<file path="config.mk">
export PLATFORM = sky130hd
export DESIGN_NAME = dbgc_top
export DESIGN_NICKNAME = d
export VERILOG_FILES = /design/src/core/dbgc_pkg.sv /design/src/core/dbgc_top.sv /design/src/core/dbgc_pin_sync.sv
export SDC_FILE = /design/constraint.sdc
export NUM_CORES = 1
export LEC_CHECK = 0
export BUFFER_PORTS_ARGS = -buffer_cell sky130_fd_sc_hd__clkbuf_2
export CORE_MARGIN = 3
export CORE_UTILIZATION = 50
export DETAILED_ROUTE_END_ITERATION = 8
export PLACE_DENSITY = 0.68
export SLEW_MARGIN = 20
export SYNTH_ARGS = -nofsm -noshare
export SYNTH_HDL_FRONTEND = slang
export SYNTH_HIERARCHICAL = 1
export SYNTH_SLANG_ARGS = --single-unit
</file>
<file path="constraint.sdc">
create_clock -name ref_clk -period 4.04 [get_ports ref_clk]
set_input_delay 0.202 -clock ref_clk [delete_from_list [all_inputs] [get_ports ref_clk]]
set_output_delay 0.202 -clock ref_clk [all_outputs]
set_load 0.005 [all_outputs]
</file>
<file path="src/core/dbgc_pkg.sv">
// Shared constants and carrier types for the debug control block
package dbgc_pkg;

  localparam int unsigned DW   = 32;
  localparam int unsigned NREG = 11;

  typedef logic [3:0]    dbgc_sel_t;
  typedef logic [DW-1:0] dbgc_word_t;

  // Debug register select codes
  localparam dbgc_sel_t SEL_CTL0 = 4'h0;
  localparam dbgc_sel_t SEL_CTL1 = 4'h1;
  localparam dbgc_sel_t SEL_CTL2 = 4'h2;
  localparam dbgc_sel_t SEL_STAT = 4'h3;
  localparam dbgc_sel_t SEL_CNT  = 4'h4;
  localparam dbgc_sel_t SEL_INSTR_ADDR_COMPARE_ONE = 4'h5;
  localparam dbgc_sel_t SEL_INSTR_ADDR_COMPARE_TWO = 4'h6;
  localparam dbgc_sel_t SEL_INSTR_ADDR_COMPARE_THREE = 4'h7;
  localparam dbgc_sel_t SEL_INSTR_ADDR_COMPARE_FOUR = 4'h8;
  localparam dbgc_sel_t SEL_DATA_ADDR_COMPARE_ONE = 4'h9;
  localparam dbgc_sel_t SEL_DATA_ADDR_COMPARE_TWO = 4'ha;

  // Control zero field positions, bit 0 is the word LSB
  localparam int unsigned POS_EDM   = 0;
  localparam int unsigned POS_IDM   = 1;
  localparam int unsigned POS_RST   = 2;
  localparam int unsigned POS_INSTR_COMPLETE_EVENT_ENABLE  = 4;
  localparam int unsigned POS_BRT   = 5;
  localparam int unsigned POS_INTERRUPT_TAKEN_EVENT_ENABLE  = 6;
  localparam int unsigned POS_TRAP  = 7;
  localparam int unsigned POS_INSTR_ADDR_COMPARE_ONE  = 8;
  localparam int unsigned POS_DATA_ADDR_COMPARE_ONE  = 12;
  localparam int unsigned POS_DATA_ADDR_COMPARE_TWO  = 14;
  localparam int unsigned POS_RET   = 16;
  localparam int unsigned POS_EXTERNAL_EVENT_ONE_ENABLE = 21;
  localparam int unsigned POS_EXTERNAL_EVENT_TWO_ENABLE = 22;
  localparam int unsigned POS_CRITICAL_INTERRUPT_EVENT_ENABLE = 25;
  localparam int unsigned POS_CRITICAL_RETURN_EVENT_ENABLE  = 26;

  // Compare mode fields in control one and two
  localparam int unsigned POS_IM12 = 8;
  localparam int unsigned POS_IM34 = 24;
  localparam int unsigned POS_DM12 = 8;

  localparam logic [1:0] RST_ASSERT = 2'h2;
  localparam logic [1:0] MODE_EXACT = 2'h0;
  localparam logic [1:0] MODE_BITM  = 2'h1;
  localparam logic [1:0] MODE_INCL  = 2'h2;
  localparam logic [1:0] MODE_EXCL  = 2'h3;

  // Writable control zero bits, edm excluded; status event bits
  localparam dbgc_word_t CTL0_WR_MASK = 32'h0661_fffe;
  localparam dbgc_word_t STAT_MASK    = 32'h0661_5ff0;
  localparam dbgc_word_t REG_RESET    = 32'h0000_0000;
  localparam dbgc_word_t IADDR_KEEP   = 32'hffff_fffe;

  // Pin synchroniser lanes
  localparam int unsigned NPIN      = 5;
  localparam int unsigned PIN_PROC  = 0;
  localparam int unsigned PIN_TEST  = 1;
  localparam int unsigned PIN_TAP   = 2;
  localparam int unsigned PIN_EV1   = 3;
  localparam logic [NPIN-1:0] PIN_IDLE = 5'h03;

  typedef struct packed {
    logic       wr;
    logic       rd;
    dbgc_sel_t  sel;
    dbgc_word_t data;
  } dbgc_req_s;

  typedef struct packed {
    logic instr_complete_event_enable;
    logic branch_taken_event_enable;
    logic interrupt_taken_event_enable;
    logic trap;
    logic ret;
    logic critical_interrupt_event_enable;
    logic critical_return_event_enable;
  } dbgc_evt_s;

endpackage : dbgc_pkg

</file>
<file path="src/core/dbgc_top.sv">
// Debug control register set with external debug mode gating
//
// Behaviour
// - With edm set, software writes to any debug register change nothing.
// - The edm bit is read-only to software; only the debug port writes it.
// - First setting of edm leaves all other control bits unchanged.
// - Reads need not be consistent during debugger access, except edm.
// - Edm resets on test, power-on, logic-reset state; others on processor reset.
// - Watchpoints come from compare setup even when the event is disabled.
// - Edm set: no interrupt vectoring; edm clear: no mapping to external events.
// - Idm clear blocks status updates unless edm; idm set lets enabled events record.
// - Idm and state debug enable give interrupt on new or recorded event.
// - Reset field value 10 asserts reset-out; 00 nothing; 01, 11 reserved.
// - Bits 4 to 7 enable complete, branch, interrupt and trap events.
// - Bits 8 to 11 enable the four instruction address compare events.
// - Data compare fields: 00 off, 01 stores, 10 loads, 11 both.
// - Bit 16 enables the return-from-interrupt event.
// - Bits 21 and 22 enable the two external input events.
// - Bits 25 and 26 enable critical interrupt and critical return events.
// - Bit-match mode: compare two and four mask compare one and three.
// - Bit-match mode: data compare two masks data compare one.
// - Instruction compares ignore the lowest address bit on both sides.
`timescale 1ns/10ps
module dbgc_top (
  input  wire logic               ref_clk,
  input  wire logic               arst_n,
  input  wire logic               proc_rst_n_pin,
  input  wire logic               test_rst_n_pin,
  input  wire logic               tap_logic_reset_pin,
  input  wire logic [1:0]         ext_evt_pin,
  input  wire dbgc_pkg::dbgc_req_s spr_req,
  input  wire dbgc_pkg::dbgc_req_s dp_req,
  input  wire dbgc_pkg::dbgc_evt_s core_evt,
  input  wire logic               machine_state_debug_enable,
  input  wire logic               fetch_valid,
  input  wire logic [31:0]        fetch_addr,
  input  wire logic               data_valid,
  input  wire logic               data_is_store,
  input  wire logic [31:0]        data_addr,
  output logic [31:0]             spr_rdata_q,
  output logic [31:0]             dp_rdata_q,
  output logic                    reset_out_n_q,
  output logic                    debug_int_q,
  output logic                    ext_debug_event_q,
  output logic [5:0]              watchpoint_q
);

  logic [dbgc_pkg::NREG-1:0][31:0] regs_q;
  logic [dbgc_pkg::NREG-1:0][31:0] regs_d;
  logic                            edm_q;
  logic                            edm_d;
  logic [dbgc_pkg::NPIN-1:0]       pin_lvl;
  logic [1:0]                      devt_prev_q;
  logic [1:0]                      devt_rise;
  logic                            test_clr;
  logic                            idm_q;
  logic [31:0]                     ctl0;
  logic [31:0]                     iaddr;
  logic [31:0]                     iac_m [4];
  logic [1:0]                      m12;
  logic [1:0]                      m34;
  logic [1:0]                      dm12;
  logic [3:0]                      ihit;
  logic [1:0]                      dhit;
  logic [31:0]                     ev_vec;
  logic [31:0]                     en_vec;
  logic [31:0]                     rec_vec;
  logic                            rec_on;
  logic [31:0]                     spr_rdata_d;
  logic [31:0]                     dp_rdata_d;
  logic                            reset_out_n_d;
  logic                            debug_int_d;
  logic                            ext_debug_event_d;
  logic [5:0]                      watchpoint_d;

  // Pins from outside the clock domain
  dbgc_pin_sync #(
    .W    (dbgc_pkg::NPIN),
    .IDLE (dbgc_pkg::PIN_IDLE)
  ) u_pin_sync (
    .ref_clk (ref_clk),
    .arst_n  (arst_n),
    .pin_in  ({ext_evt_pin, tap_logic_reset_pin, test_rst_n_pin, proc_rst_n_pin}),
    .level_q (pin_lvl)
  );

  // Decoded views of the register set
  assign test_clr = !pin_lvl[dbgc_pkg::PIN_TEST] || pin_lvl[dbgc_pkg::PIN_TAP];
  assign ctl0     = regs_q[dbgc_pkg::SEL_CTL0];
  assign idm_q    = ctl0[dbgc_pkg::POS_IDM];
  assign m12      = regs_q[dbgc_pkg::SEL_CTL1][dbgc_pkg::POS_IM12 +: 2];
  assign m34      = regs_q[dbgc_pkg::SEL_CTL1][dbgc_pkg::POS_IM34 +: 2];
  assign dm12     = regs_q[dbgc_pkg::SEL_CTL2][dbgc_pkg::POS_DM12 +: 2];
  assign devt_rise = pin_lvl[dbgc_pkg::PIN_EV1 +: 2] & ~devt_prev_q;
  assign iaddr    = fetch_addr & dbgc_pkg::IADDR_KEEP;

  // Compare of one register pair; first selects the lower register
  function automatic logic pair_hit(
    input logic [1:0]  mode,
    input logic [31:0] addr,
    input logic [31:0] a,
    input logic [31:0] b,
    input logic        first
  );
    case (mode)
      dbgc_pkg::MODE_EXACT: return first ? (addr == a) : (addr == b);
      dbgc_pkg::MODE_BITM:  return first && ((addr & b) == (a & b));
      dbgc_pkg::MODE_INCL:  return first && (addr >= a) && (addr < b);
      dbgc_pkg::MODE_EXCL:  return first && ((addr < a) || (addr >= b));
      default:              return 1'b0;
    endcase
  endfunction : pair_hit

  // Read value of one register, edm merged into control zero
  function automatic logic [31:0] rd_word(
    input logic [dbgc_pkg::NREG-1:0][31:0] r,
    input logic                            external_debug_mode_bit,
    input dbgc_pkg::dbgc_sel_t             sel
  );
    if (sel == dbgc_pkg::SEL_CTL0)
      return r[dbgc_pkg::SEL_CTL0] | {31'h0000_0000, external_debug_mode_bit};
    else if (sel < dbgc_pkg::NREG)
      return r[sel];
    else
      return 32'h0000_0000;
  endfunction : rd_word

  // Masked instruction compare registers
  for (genvar i = 0; i < 4; i++)
  begin : g_iac
    assign iac_m[i] = regs_q[dbgc_pkg::SEL_INSTR_ADDR_COMPARE_ONE + i] & dbgc_pkg::IADDR_KEEP;
  end

  // Address compare hits, independent of event enables
  always_comb
  begin
    ihit[0] = fetch_valid && pair_hit(m12, iaddr, iac_m[0], iac_m[1], 1'b1);
    ihit[1] = fetch_valid && pair_hit(m12, iaddr, iac_m[0], iac_m[1], 1'b0);
    ihit[2] = fetch_valid && pair_hit(m34, iaddr, iac_m[2], iac_m[3], 1'b1);
    ihit[3] = fetch_valid && pair_hit(m34, iaddr, iac_m[2], iac_m[3], 1'b0);
    dhit[0] = data_valid && pair_hit(dm12, data_addr, regs_q[dbgc_pkg::SEL_DATA_ADDR_COMPARE_ONE],
                                     regs_q[dbgc_pkg::SEL_DATA_ADDR_COMPARE_TWO], 1'b1);
    dhit[1] = data_valid && pair_hit(dm12, data_addr, regs_q[dbgc_pkg::SEL_DATA_ADDR_COMPARE_ONE],
                                     regs_q[dbgc_pkg::SEL_DATA_ADDR_COMPARE_TWO], 1'b0);
  end

  // Event vector at status positions, gated by control zero enables
  always_comb
  begin
    ev_vec = 32'h0000_0000;
    ev_vec[dbgc_pkg::POS_INSTR_COMPLETE_EVENT_ENABLE]  = core_evt.instr_complete_event_enable;
    ev_vec[dbgc_pkg::POS_BRT]   = core_evt.branch_taken_event_enable;
    ev_vec[dbgc_pkg::POS_INTERRUPT_TAKEN_EVENT_ENABLE]  = core_evt.interrupt_taken_event_enable;
    ev_vec[dbgc_pkg::POS_TRAP]  = core_evt.trap;
    for (int i = 0; i < 4; i++)
      ev_vec[dbgc_pkg::POS_INSTR_ADDR_COMPARE_ONE + i] = ihit[i];
    ev_vec[dbgc_pkg::POS_DATA_ADDR_COMPARE_ONE]  = dhit[0] &&
      ((data_is_store && ctl0[dbgc_pkg::POS_DATA_ADDR_COMPARE_ONE]) ||
       (!data_is_store && ctl0[dbgc_pkg::POS_DATA_ADDR_COMPARE_ONE + 1]));
    ev_vec[dbgc_pkg::POS_DATA_ADDR_COMPARE_TWO]  = dhit[1] &&
      ((data_is_store && ctl0[dbgc_pkg::POS_DATA_ADDR_COMPARE_TWO]) ||
       (!data_is_store && ctl0[dbgc_pkg::POS_DATA_ADDR_COMPARE_TWO + 1]));
    ev_vec[dbgc_pkg::POS_RET]   = core_evt.ret;
    ev_vec[dbgc_pkg::POS_EXTERNAL_EVENT_ONE_ENABLE] = devt_rise[0];
    ev_vec[dbgc_pkg::POS_EXTERNAL_EVENT_TWO_ENABLE] = devt_rise[1];
    ev_vec[dbgc_pkg::POS_CRITICAL_INTERRUPT_EVENT_ENABLE] = core_evt.critical_interrupt_event_enable;
    ev_vec[dbgc_pkg::POS_CRITICAL_RETURN_EVENT_ENABLE]  = core_evt.critical_return_event_enable;
    // Single-bit enables sit at the event's own position
    en_vec = ctl0 & dbgc_pkg::STAT_MASK;
    en_vec[dbgc_pkg::POS_DATA_ADDR_COMPARE_ONE] = 1'b1;
    en_vec[dbgc_pkg::POS_DATA_ADDR_COMPARE_TWO] = 1'b1;
    rec_vec = ev_vec & en_vec;
    rec_on  = idm_q || edm_q;
  end

  // Register set next state: debugger, then software, then events, then resets
  always_comb
  begin
    regs_d = regs_q;
    edm_d  = edm_q;
    if (dp_req.wr)
    begin
      if (dp_req.sel == dbgc_pkg::SEL_CTL0)
      begin
        edm_d = dp_req.data[dbgc_pkg::POS_EDM];
        if (edm_q)
          regs_d[dbgc_pkg::SEL_CTL0] = dp_req.data & dbgc_pkg::CTL0_WR_MASK;
      end
      else if (edm_q && dp_req.sel == dbgc_pkg::SEL_STAT)
        regs_d[dbgc_pkg::SEL_STAT] = regs_q[dbgc_pkg::SEL_STAT] & ~dp_req.data;
      else if (edm_q && dp_req.sel < dbgc_pkg::NREG)
        regs_d[dp_req.sel] = dp_req.data;
    end
    else if (spr_req.wr && !edm_q)
    begin
      if (spr_req.sel == dbgc_pkg::SEL_CTL0)
        regs_d[dbgc_pkg::SEL_CTL0] = spr_req.data & dbgc_pkg::CTL0_WR_MASK;
      else if (spr_req.sel == dbgc_pkg::SEL_STAT)
        regs_d[dbgc_pkg::SEL_STAT] = regs_q[dbgc_pkg::SEL_STAT] & ~spr_req.data;
      else if (spr_req.sel < dbgc_pkg::NREG)
        regs_d[spr_req.sel] = spr_req.data;
    end
    // Recording after the clear, so a same-cycle event survives
    if (rec_on)
      regs_d[dbgc_pkg::SEL_STAT] = regs_d[dbgc_pkg::SEL_STAT] | rec_vec;
    if (!pin_lvl[dbgc_pkg::PIN_PROC])
      regs_d = '0;
    if (test_clr)
      edm_d = 1'b0;
  end

  // Output next values
  always_comb
  begin
    spr_rdata_d   = spr_req.rd ? rd_word(regs_q, edm_q, spr_req.sel) : spr_rdata_q;
    dp_rdata_d    = dp_req.rd ? rd_word(regs_q, edm_q, dp_req.sel) : dp_rdata_q;
    reset_out_n_d = ctl0[dbgc_pkg::POS_RST +: 2] != dbgc_pkg::RST_ASSERT;
    debug_int_d   = idm_q && machine_state_debug_enable && !edm_q &&
                    ((|regs_q[dbgc_pkg::SEL_STAT]) || (|rec_vec));
    ext_debug_event_d = edm_q && (|rec_vec);
    watchpoint_d  = {dhit, ihit};
  end

  // Register set; edm survives processor reset
  always_ff @(posedge ref_clk or negedge arst_n)
  begin
    if (!arst_n)
    begin
      regs_q      <= '0;
      edm_q       <= 1'b0;
      devt_prev_q <= 2'h0;
    end
    else
    begin
      regs_q      <= regs_d;
      edm_q       <= edm_d;
      devt_prev_q <= pin_lvl[dbgc_pkg::PIN_EV1 +: 2];
    end
  end

  // Output flops
  always_ff @(posedge ref_clk or negedge arst_n)
  begin
    if (!arst_n)
    begin
      spr_rdata_q       <= dbgc_pkg::REG_RESET;
      dp_rdata_q        <= dbgc_pkg::REG_RESET;
      reset_out_n_q     <= 1'b1;
      debug_int_q       <= 1'b0;
      ext_debug_event_q <= 1'b0;
      watchpoint_q      <= 6'h00;
    end
    else
    begin
      spr_rdata_q       <= spr_rdata_d;
      dp_rdata_q        <= dp_rdata_d;
      reset_out_n_q     <= reset_out_n_d;
      debug_int_q       <= debug_int_d;
      ext_debug_event_q <= ext_debug_event_d;
      watchpoint_q      <= watchpoint_d;
    end
  end
endmodule : dbgc_top

</file>
<file path="src/core/dbgc_pin_sync.sv">
// Three-stage pin synchroniser with agreement filter
`timescale 1ns/10ps
module dbgc_pin_sync #(
  parameter int unsigned    W    = 5,
  parameter logic [W-1:0]   IDLE = '0
) (
  input  wire logic         ref_clk,
  input  wire logic         arst_n,
  input  wire logic [W-1:0] pin_in,
  output logic      [W-1:0] level_q
);

  logic [W-1:0] s1_q;
  logic [W-1:0] s2_q;
  logic [W-1:0] s3_q;
  logic [W-1:0] level_d;

  // Level moves only on_chip_debug_port stages two and three agree
  for (genvar i = 0; i < W; i++)
  begin : g_lane
    assign level_d[i] = (s2_q[i] == s3_q[i]) ? s2_q[i] : level_q[i];
  end

  // Register chain
  always_ff @(posedge ref_clk or negedge arst_n)
  begin
    if (!arst_n)
    begin
      s1_q    <= IDLE;
      s2_q    <= IDLE;
      s3_q    <= IDLE;
      level_q <= IDLE;
    end
    else
    begin
      s1_q    <= pin_in;
      s2_q    <= s1_q;
      s3_q    <= s2_q;
      level_q <= level_d;
    end
  end

endmodule : dbgc_pin_sync

</file>
Yosys cells after proc, flatten, opt, wreduce, memory -nomap -nowiden
Cells that the tools add are included.

Flip-flop bits (word level): 448. Input port bits: 158. Output and inout bits: 73. Logic and storage cells: 188.

$lt $le $gt $ge: 18. Equal/unequal tests: 38. Mux-type cells: 40. Bitwise logic cells: 15. Reduce and logical (&&, ||, !) cells: 50.

Operator list (number): $mux 352 (5); $bwmux 352 (2); $mux 320 (2); $mux 224 (2); $mux 32 (14); $and 32x32->32 (8); $bmux 32 s4 (2); $demux 32 s4 (2); $ge 32x32->1 (6); $lt 32x32->1 (6); $mux 96 (2); $eq 32x32->1 (5); $eq 31x31->1 (4); $not 32->32 (2); $reduce_or 32->1 (2); $or 32x1->32 (1); $or 32x27->32 (1); $and 27x27->27 (1); $logic_and 1x1->1 (24); $ne 3x3->1 const B (7); $ne 4x4->1 const B (5); $eq 2x2->1 const B (6); $pmux 1 s4 (3); $lt 4x5->1 const B (2); 19 further kinds (47).

Logic depth before layout (Yosys ltp)
Word-level depth: 13. Depth in mapped cells: 12. Depth with buffers taken out: 11.

Hierarchy
The synthesis kept the hierarchy.

By module, submodules not included: dbgc_top (times used 1, cells each 3280, area each 30982.2 µm², sequential area each 10711.5 µm²); dbgc_pin_sync (times used 1, cells each 25, area each 566.8 µm², sequential area each 510.5 µm²).

Worst setup path after synthesis
Ideal clock, no wire load.

Kind: reg2reg. Start: reg regs_q (netlist bit iac_m[99]). End: reg debug_int_q. Library setup time: 0.133 ns. Arrival: 2.594 ns. Data required time: 3.907 ns. Path slack: 1.313 ns. Stages on the path, launching flop included: 12. Path buffers: 0. Period minus slack after synthesis: 2.727 ns. Path through: dfrtp_1 -> inv_1 -> ha_1 -> a21oi_1 -> a21oi_1 -> o31a_1 -> o41a_1 -> or4b_4 -> a41oi_2 -> nor3b_1 -> nor3b_2 -> a211oi_1.

Longest elaborated chain between the ends: 8. Elaborated cells between the ends (all ways): 13. Those cells by class: order compare: 2; eq/ne: 2; mux: 1; bitwise: 2; reduce/logical: 6.

RTL lines: start, declared (RTL line dbgc_top.sv:48) `logic [dbgc_pkg::NREG-1:0][31:0] regs_q;`; start signal, assigned (RTL line dbgc_top.sv:235) `regs_q <= regs_d;`; $lt 32x32->1, or another cell as far along; $logic_or 1x1->1, or another cell as far along; $pmux 1 s4 (*) (RTL line dbgc_top.sv:105) `case (mode)`; $logic_and 1x1->1 (*) (RTL line dbgc_top.sv:137) `ihit[0] = fetch_valid && pair_hit(m12, iaddr, iac_m[0], iac_m[1], 1'b1);`; $and 27x27->27 (*) (RTL line dbgc_top.sv:172) `rec_vec = ev_vec & en_vec;`; $reduce_or 32->1 (*) (RTL line dbgc_top.sv:219) `((|regs_q[dbgc_pkg::SEL_STAT]) || (|rec_vec));`; $logic_or 1x1->1 (*) (RTL line dbgc_top.sv:219); $logic_and 1x1->1 (*) (RTL line dbgc_top.sv:218) `debug_int_d = idm_q && machine_state_debug_enable && !edm_q &&`; net debug_int_d (RTL line dbgc_top.sv:72) `logic debug_int_d;`; end signal, assigned (RTL line dbgc_top.sv:258) `debug_int_q <= debug_int_d;`; end, declared (RTL line dbgc_top.sv:43) `output logic debug_int_q,`.

Mark *: on every way through the listed nets, which the timed path passes. The rest lies on a longest branch. A chain may end at the register's enable or synchronous reset.

Final worst setup path
Start: reg regs_q[327] (netlist bit). End: reg debug_int_q.

Longest elaborated chain between the ends: 9. Elaborated cells between the ends (all ways): 18. Those cells by class: order compare: 2; eq/ne: 2; mux: 2; bitwise: 3; reduce/logical: 9.

RTL lines: $ge 32x32->1, or another cell as far along; $logic_or 1x1->1, or another cell as far along; $pmux 1 s4 (RTL line dbgc_top.sv:105); $logic_and 1x1->1 (RTL line dbgc_top.sv:141) `dhit[0] = data_valid && pair_hit(dm12, data_addr, regs_q[dbgc_pkg::SEL_DATA_ADDR_COMPARE_ONE],`; $logic_and 1x1->1 (RTL line dbgc_top.sv:157) `ev_vec[dbgc_pkg::POS_DATA_ADDR_COMPARE_ONE] = dhit[0] &&`; $and 27x27->27 (*) (RTL line dbgc_top.sv:172); $reduce_or 32->1 (*) (RTL line dbgc_top.sv:219); $logic_or 1x1->1 (*) (RTL line dbgc_top.sv:219); $logic_and 1x1->1 (*) (RTL line dbgc_top.sv:218); net debug_int_d (RTL line dbgc_top.sv:72).

Marks and branches as above.

==> run metrics <==
Final setup viols 0; Routed WL per cell 32.59 µm; RR Startpoint regs_q[327]$_DFFE_PN0P_; GRT Overall Usage 0.4284; Critical Path Start Type flop; critical path class reg2reg; Netlist cell types 72; clock skew 0.04544 ns; period utilization 0.9413; reg2reg path depth 12; crit path from regs_q[327]$_DFFE_PN0P_; HP Start dp_req[18]; drt via density 7.154; # resized after CTS 0; total I/O pin count between 200 and 250; WL final 145700 µm; H-Tree Depth 2; maximum vdd ir drop about 350 µV; r2r setup slk 0.24 ns; top achievable clock speed 263.0 MHz; Max clock buf depth 3; first-pass GRT wire length 210300 µm; Tot Pwr 0.01186 W; worst-skew pair later-pin latency about 0.65 ns; final net count approximately 4000; drt pass-1 iters 8; syn_area_per_cell 9.546 µm²; crit path max fanout 6; Max-slew headroom 0.1913; Hold WC Path Type in2reg; total die area 66150 µm²; Async S/R FF share, synth 1.000; RSZ-0062 raised after global routing no; Mapped Cells 3305; pin count of the biggest net entering global routing 109; register area share after synthesis 0.3557; CTS clk-pin slew, worst paths 0.06 ns; clock sinks 448; Worst R2R End debug_int_q$_DFF_PN0_; Final ANT Viol Nets 0; Worst Setup End Kind flop; gp weighted congestion 1.043; Mapped Area 31550 µm²; die width 257.2 µm; total congestion overflow 0; DRT iter0 DRCs 5480; DR vias around 32000; WHS Endpoint regs_q[114]$_DFFE_PN0P_; CTS Buf Count 52; Hold Path Cell Cnt 3; power per cell area 323.0 nW/µm²; share of cells above drive strength 1 0.1694; CTS tree yes; Static Leak approximately 16 nW; final hold vios 0; Starting Density 0.5084; Yosys reg bits ~450; YS warnings 6; PortBufs 229; Post-Syn Nets 3745; vias in the first global route roughly 30000; initial antenna violation count 1; post-layout min period 3.803 ns; Most used DFF post-synth dfrtp_1; Critical Path RT 4.49 ns; Rows 91; Worst EP arrival 4.25 ns; Max Cap Violations 0; Setup TNS 0 ns; area grow syn2layout 16.40%; number of flops mapped to enable cells by yosys 0; Slew Limit Fails 0; DP HPWL 105300 µm; Die Y-Extent approximately 260 µm; run status completed; Post-route DRC 0; CORE AREA 62050 µm²; Least-Margin Pin Slew 1.213 ns; Root Driver clkbuf_16
-- final cells by class --
cell class	instances	area, µm²
sequential	448	11230
inverter	207	777.0
fill	5339	25330
antenna	1	2.502
multi-input combinational	2424	18700
timing repair buffer	454	3148
clock buffer	72	1466
clock inverter	26	356.6
tap	837	1047
-- critical path: stages, from the launching register on --
cell,delay (ns)
dfrtp_1,0.48
inv_1,0.08
ha_1,0.31
a21oi_1,0.17
o21ai_0,0.21
a221o_1,0.34
o31ai_1,0.39
o211ai_1,0.21
o311a_1,0.34
o21ai_0,0.49
buf_4,0.22
nor3b_2,0.28
a211oi_1,0.13
-- worst max-delay path by stage --
| stage | slack [ns] | end | cells after the start |
|---|---|---|---|
| 2_1_floorplan | 1.31 | debug_int_q$_DFF_PN0_ | 11 |
| 4_1_cts | 0.35 | debug_int_q$_DFF_PN0_ | 12 |
| 3_3_place_gp | 0.43 | debug_int_q$_DFF_PN0_ | 12 |
| 3_5_place_dp | 0.36 | debug_int_q$_DFF_PN0_ | 12 |
| 5_1_grt | 0.10 | debug_int_q$_DFF_PN0_ | 12 |
| 6_report | 0.24 | debug_int_q$_DFF_PN0_ | 12 |
-- cell usage in the layout, fill, tap and decap left out, types with 10 or more instances in the layout --
cell / count
o211a_1: 17
clkbuf_1: 11
ha_1: 282
inv_1: 207
a22o_1: 162
mux2i_1: 106
clkbuf_2: 224
o221ai_1: 126
nand2_1: 408
a21oi_1: 212
a22oi_1: 15
o21ai_0: 63
and2_1: 12
buf_4: 144
clkbuf_16: 52
a221oi_1: 31
mux4_2: 93
a21boi_0: 11
nor3_1: 14
clkinv_2: 10
dlygate4sd3_1: 77
o211ai_1: 24
nand4_1: 59
a222oi_1: 10
nor4_1: 27
nor2b_1: 24
dfrtp_1: 439
a221o_1: 27
o22ai_1: 204
a32oi_1: 28
nor2_1: 186
nand3_1: 40
xnor2_1: 35
and3_1: 19
xor2_1: 58
mux2_2: 20
-- repair_timing --
action | 4_1_cts | 5_1_grt
buffers inserted | 0 | 0
hold endpoints to repair | 167 | 0
hold buffers | 77 | 0
-- cells by family (layout without fill, tap and decap cells) --
| family | count (synthesis) | in the layout | synth area share |
|---|---|---|---|
| fa+ha+maj | 287 | 287 | 0.1136 |
| simple gates | 831 | 831 | 0.1174 |
| other cells | 0 | 1 | 0 |
| buf+inv | 433 | 759 | 0.05370 |
| mux | 219 | 219 | 0.1072 |
| xor+xnor | 93 | 93 | 0.02582 |
| flops | 448 | 448 | 0.3557 |
| compound gates | 994 | 994 | 0.2266 |
-- stage by stage --
stage | setup WS, ns | std cells | hold slack [ns] | area, µm² | utilization
after floorplan | 1.313 | 3305 | -0.09359 | 31550 | -
after detailed placement | 0.3640 | 4293 | 0.2924 | 34130 | 0.5500
after global routing | 0.1028 | 4468 | 0.01174 | 36720 | 0.5918
after global placement | 0.4350 | 4293 | 0.2910 | 34130 | 0.5500
final | 0.2373 | 4469 | 0.02354 | 36720 | 0.5918
after CTS | 0.3484 | 4468 | 0.003375 | 36720 | 0.5918
-- synth_stat cells, drive strengths merged, types with 5 or more instances --
library cell	count	area, µm²
maj3	5	56.30
a21oi	212	1061
a21boi	12	90.09
dfstp	9	236.5
xor2	58	508.0
nand4	59	369.1
a221oi	31	271.5
nand2b	10	62.56
a211oi	9	72.57
a221o	27	270.3
nor2	187	704.4
clkbuf	149	559.3
o211ai	24	180.2
inv	207	777.0
mux2i	106	1061
nor4	27	168.9
mux4	93	2095
nand2	408	1531
o211a	17	170.2
nor3	16	80.08
and2	14	87.59
buf	77	357.8
xnor2	35	306.5
dfrtp	439	10990
o22ai	204	1276
o21a	5	37.54
nor2b	25	156.4
a32oi	28	245.2
o21ai	64	320.3
a22o	162	1419
and3	19	118.9
a222oi	10	100.1
a31oi	6	37.54
a22oi	15	112.6
mux2	20	225.2
o221ai	133	1165
nand3	40	200.2
ha	282	3528
a21o	8	60.06
and4	9	78.83
-- state kept, by name, indices dropped and copies added, names as in the netlist --
name and cells:
ctl0 32, debug_int_q 1, devt_prev_q 2, dm12 2, dp_rdata_q 32, edm_q 1, ext_debug_event_q 1, iac_m 124
m12 2, m34 2, regs_q 190, reset_out_n_q 1, spr_rdata_q 32, u_pin_sync/level_q 5, u_pin_sync/s1_q 5, u_pin_sync/s2_q 5
u_pin_sync/s3_q 5, watchpoint_q 6
-- power breakdown --
group / internal (W) / total [W] / switching, W
registers: 0.00462 / 0.00479 / 0.000164
logic: 0.000612 / 0.00194 / 0.00132
clock network: 0.00300 / 0.00514 / 0.00214
-- layer usage --
layer,track usage,vias to the layer above,part of all wire
met5,0,-,0
met4,0.3115,0,0.095
met3,0.1119,660,0.13
met2,0.6389,2807,0.43
met1,0.5387,15470,0.35
li1,-,13040,-
Power figures use the tool's default switching activity.
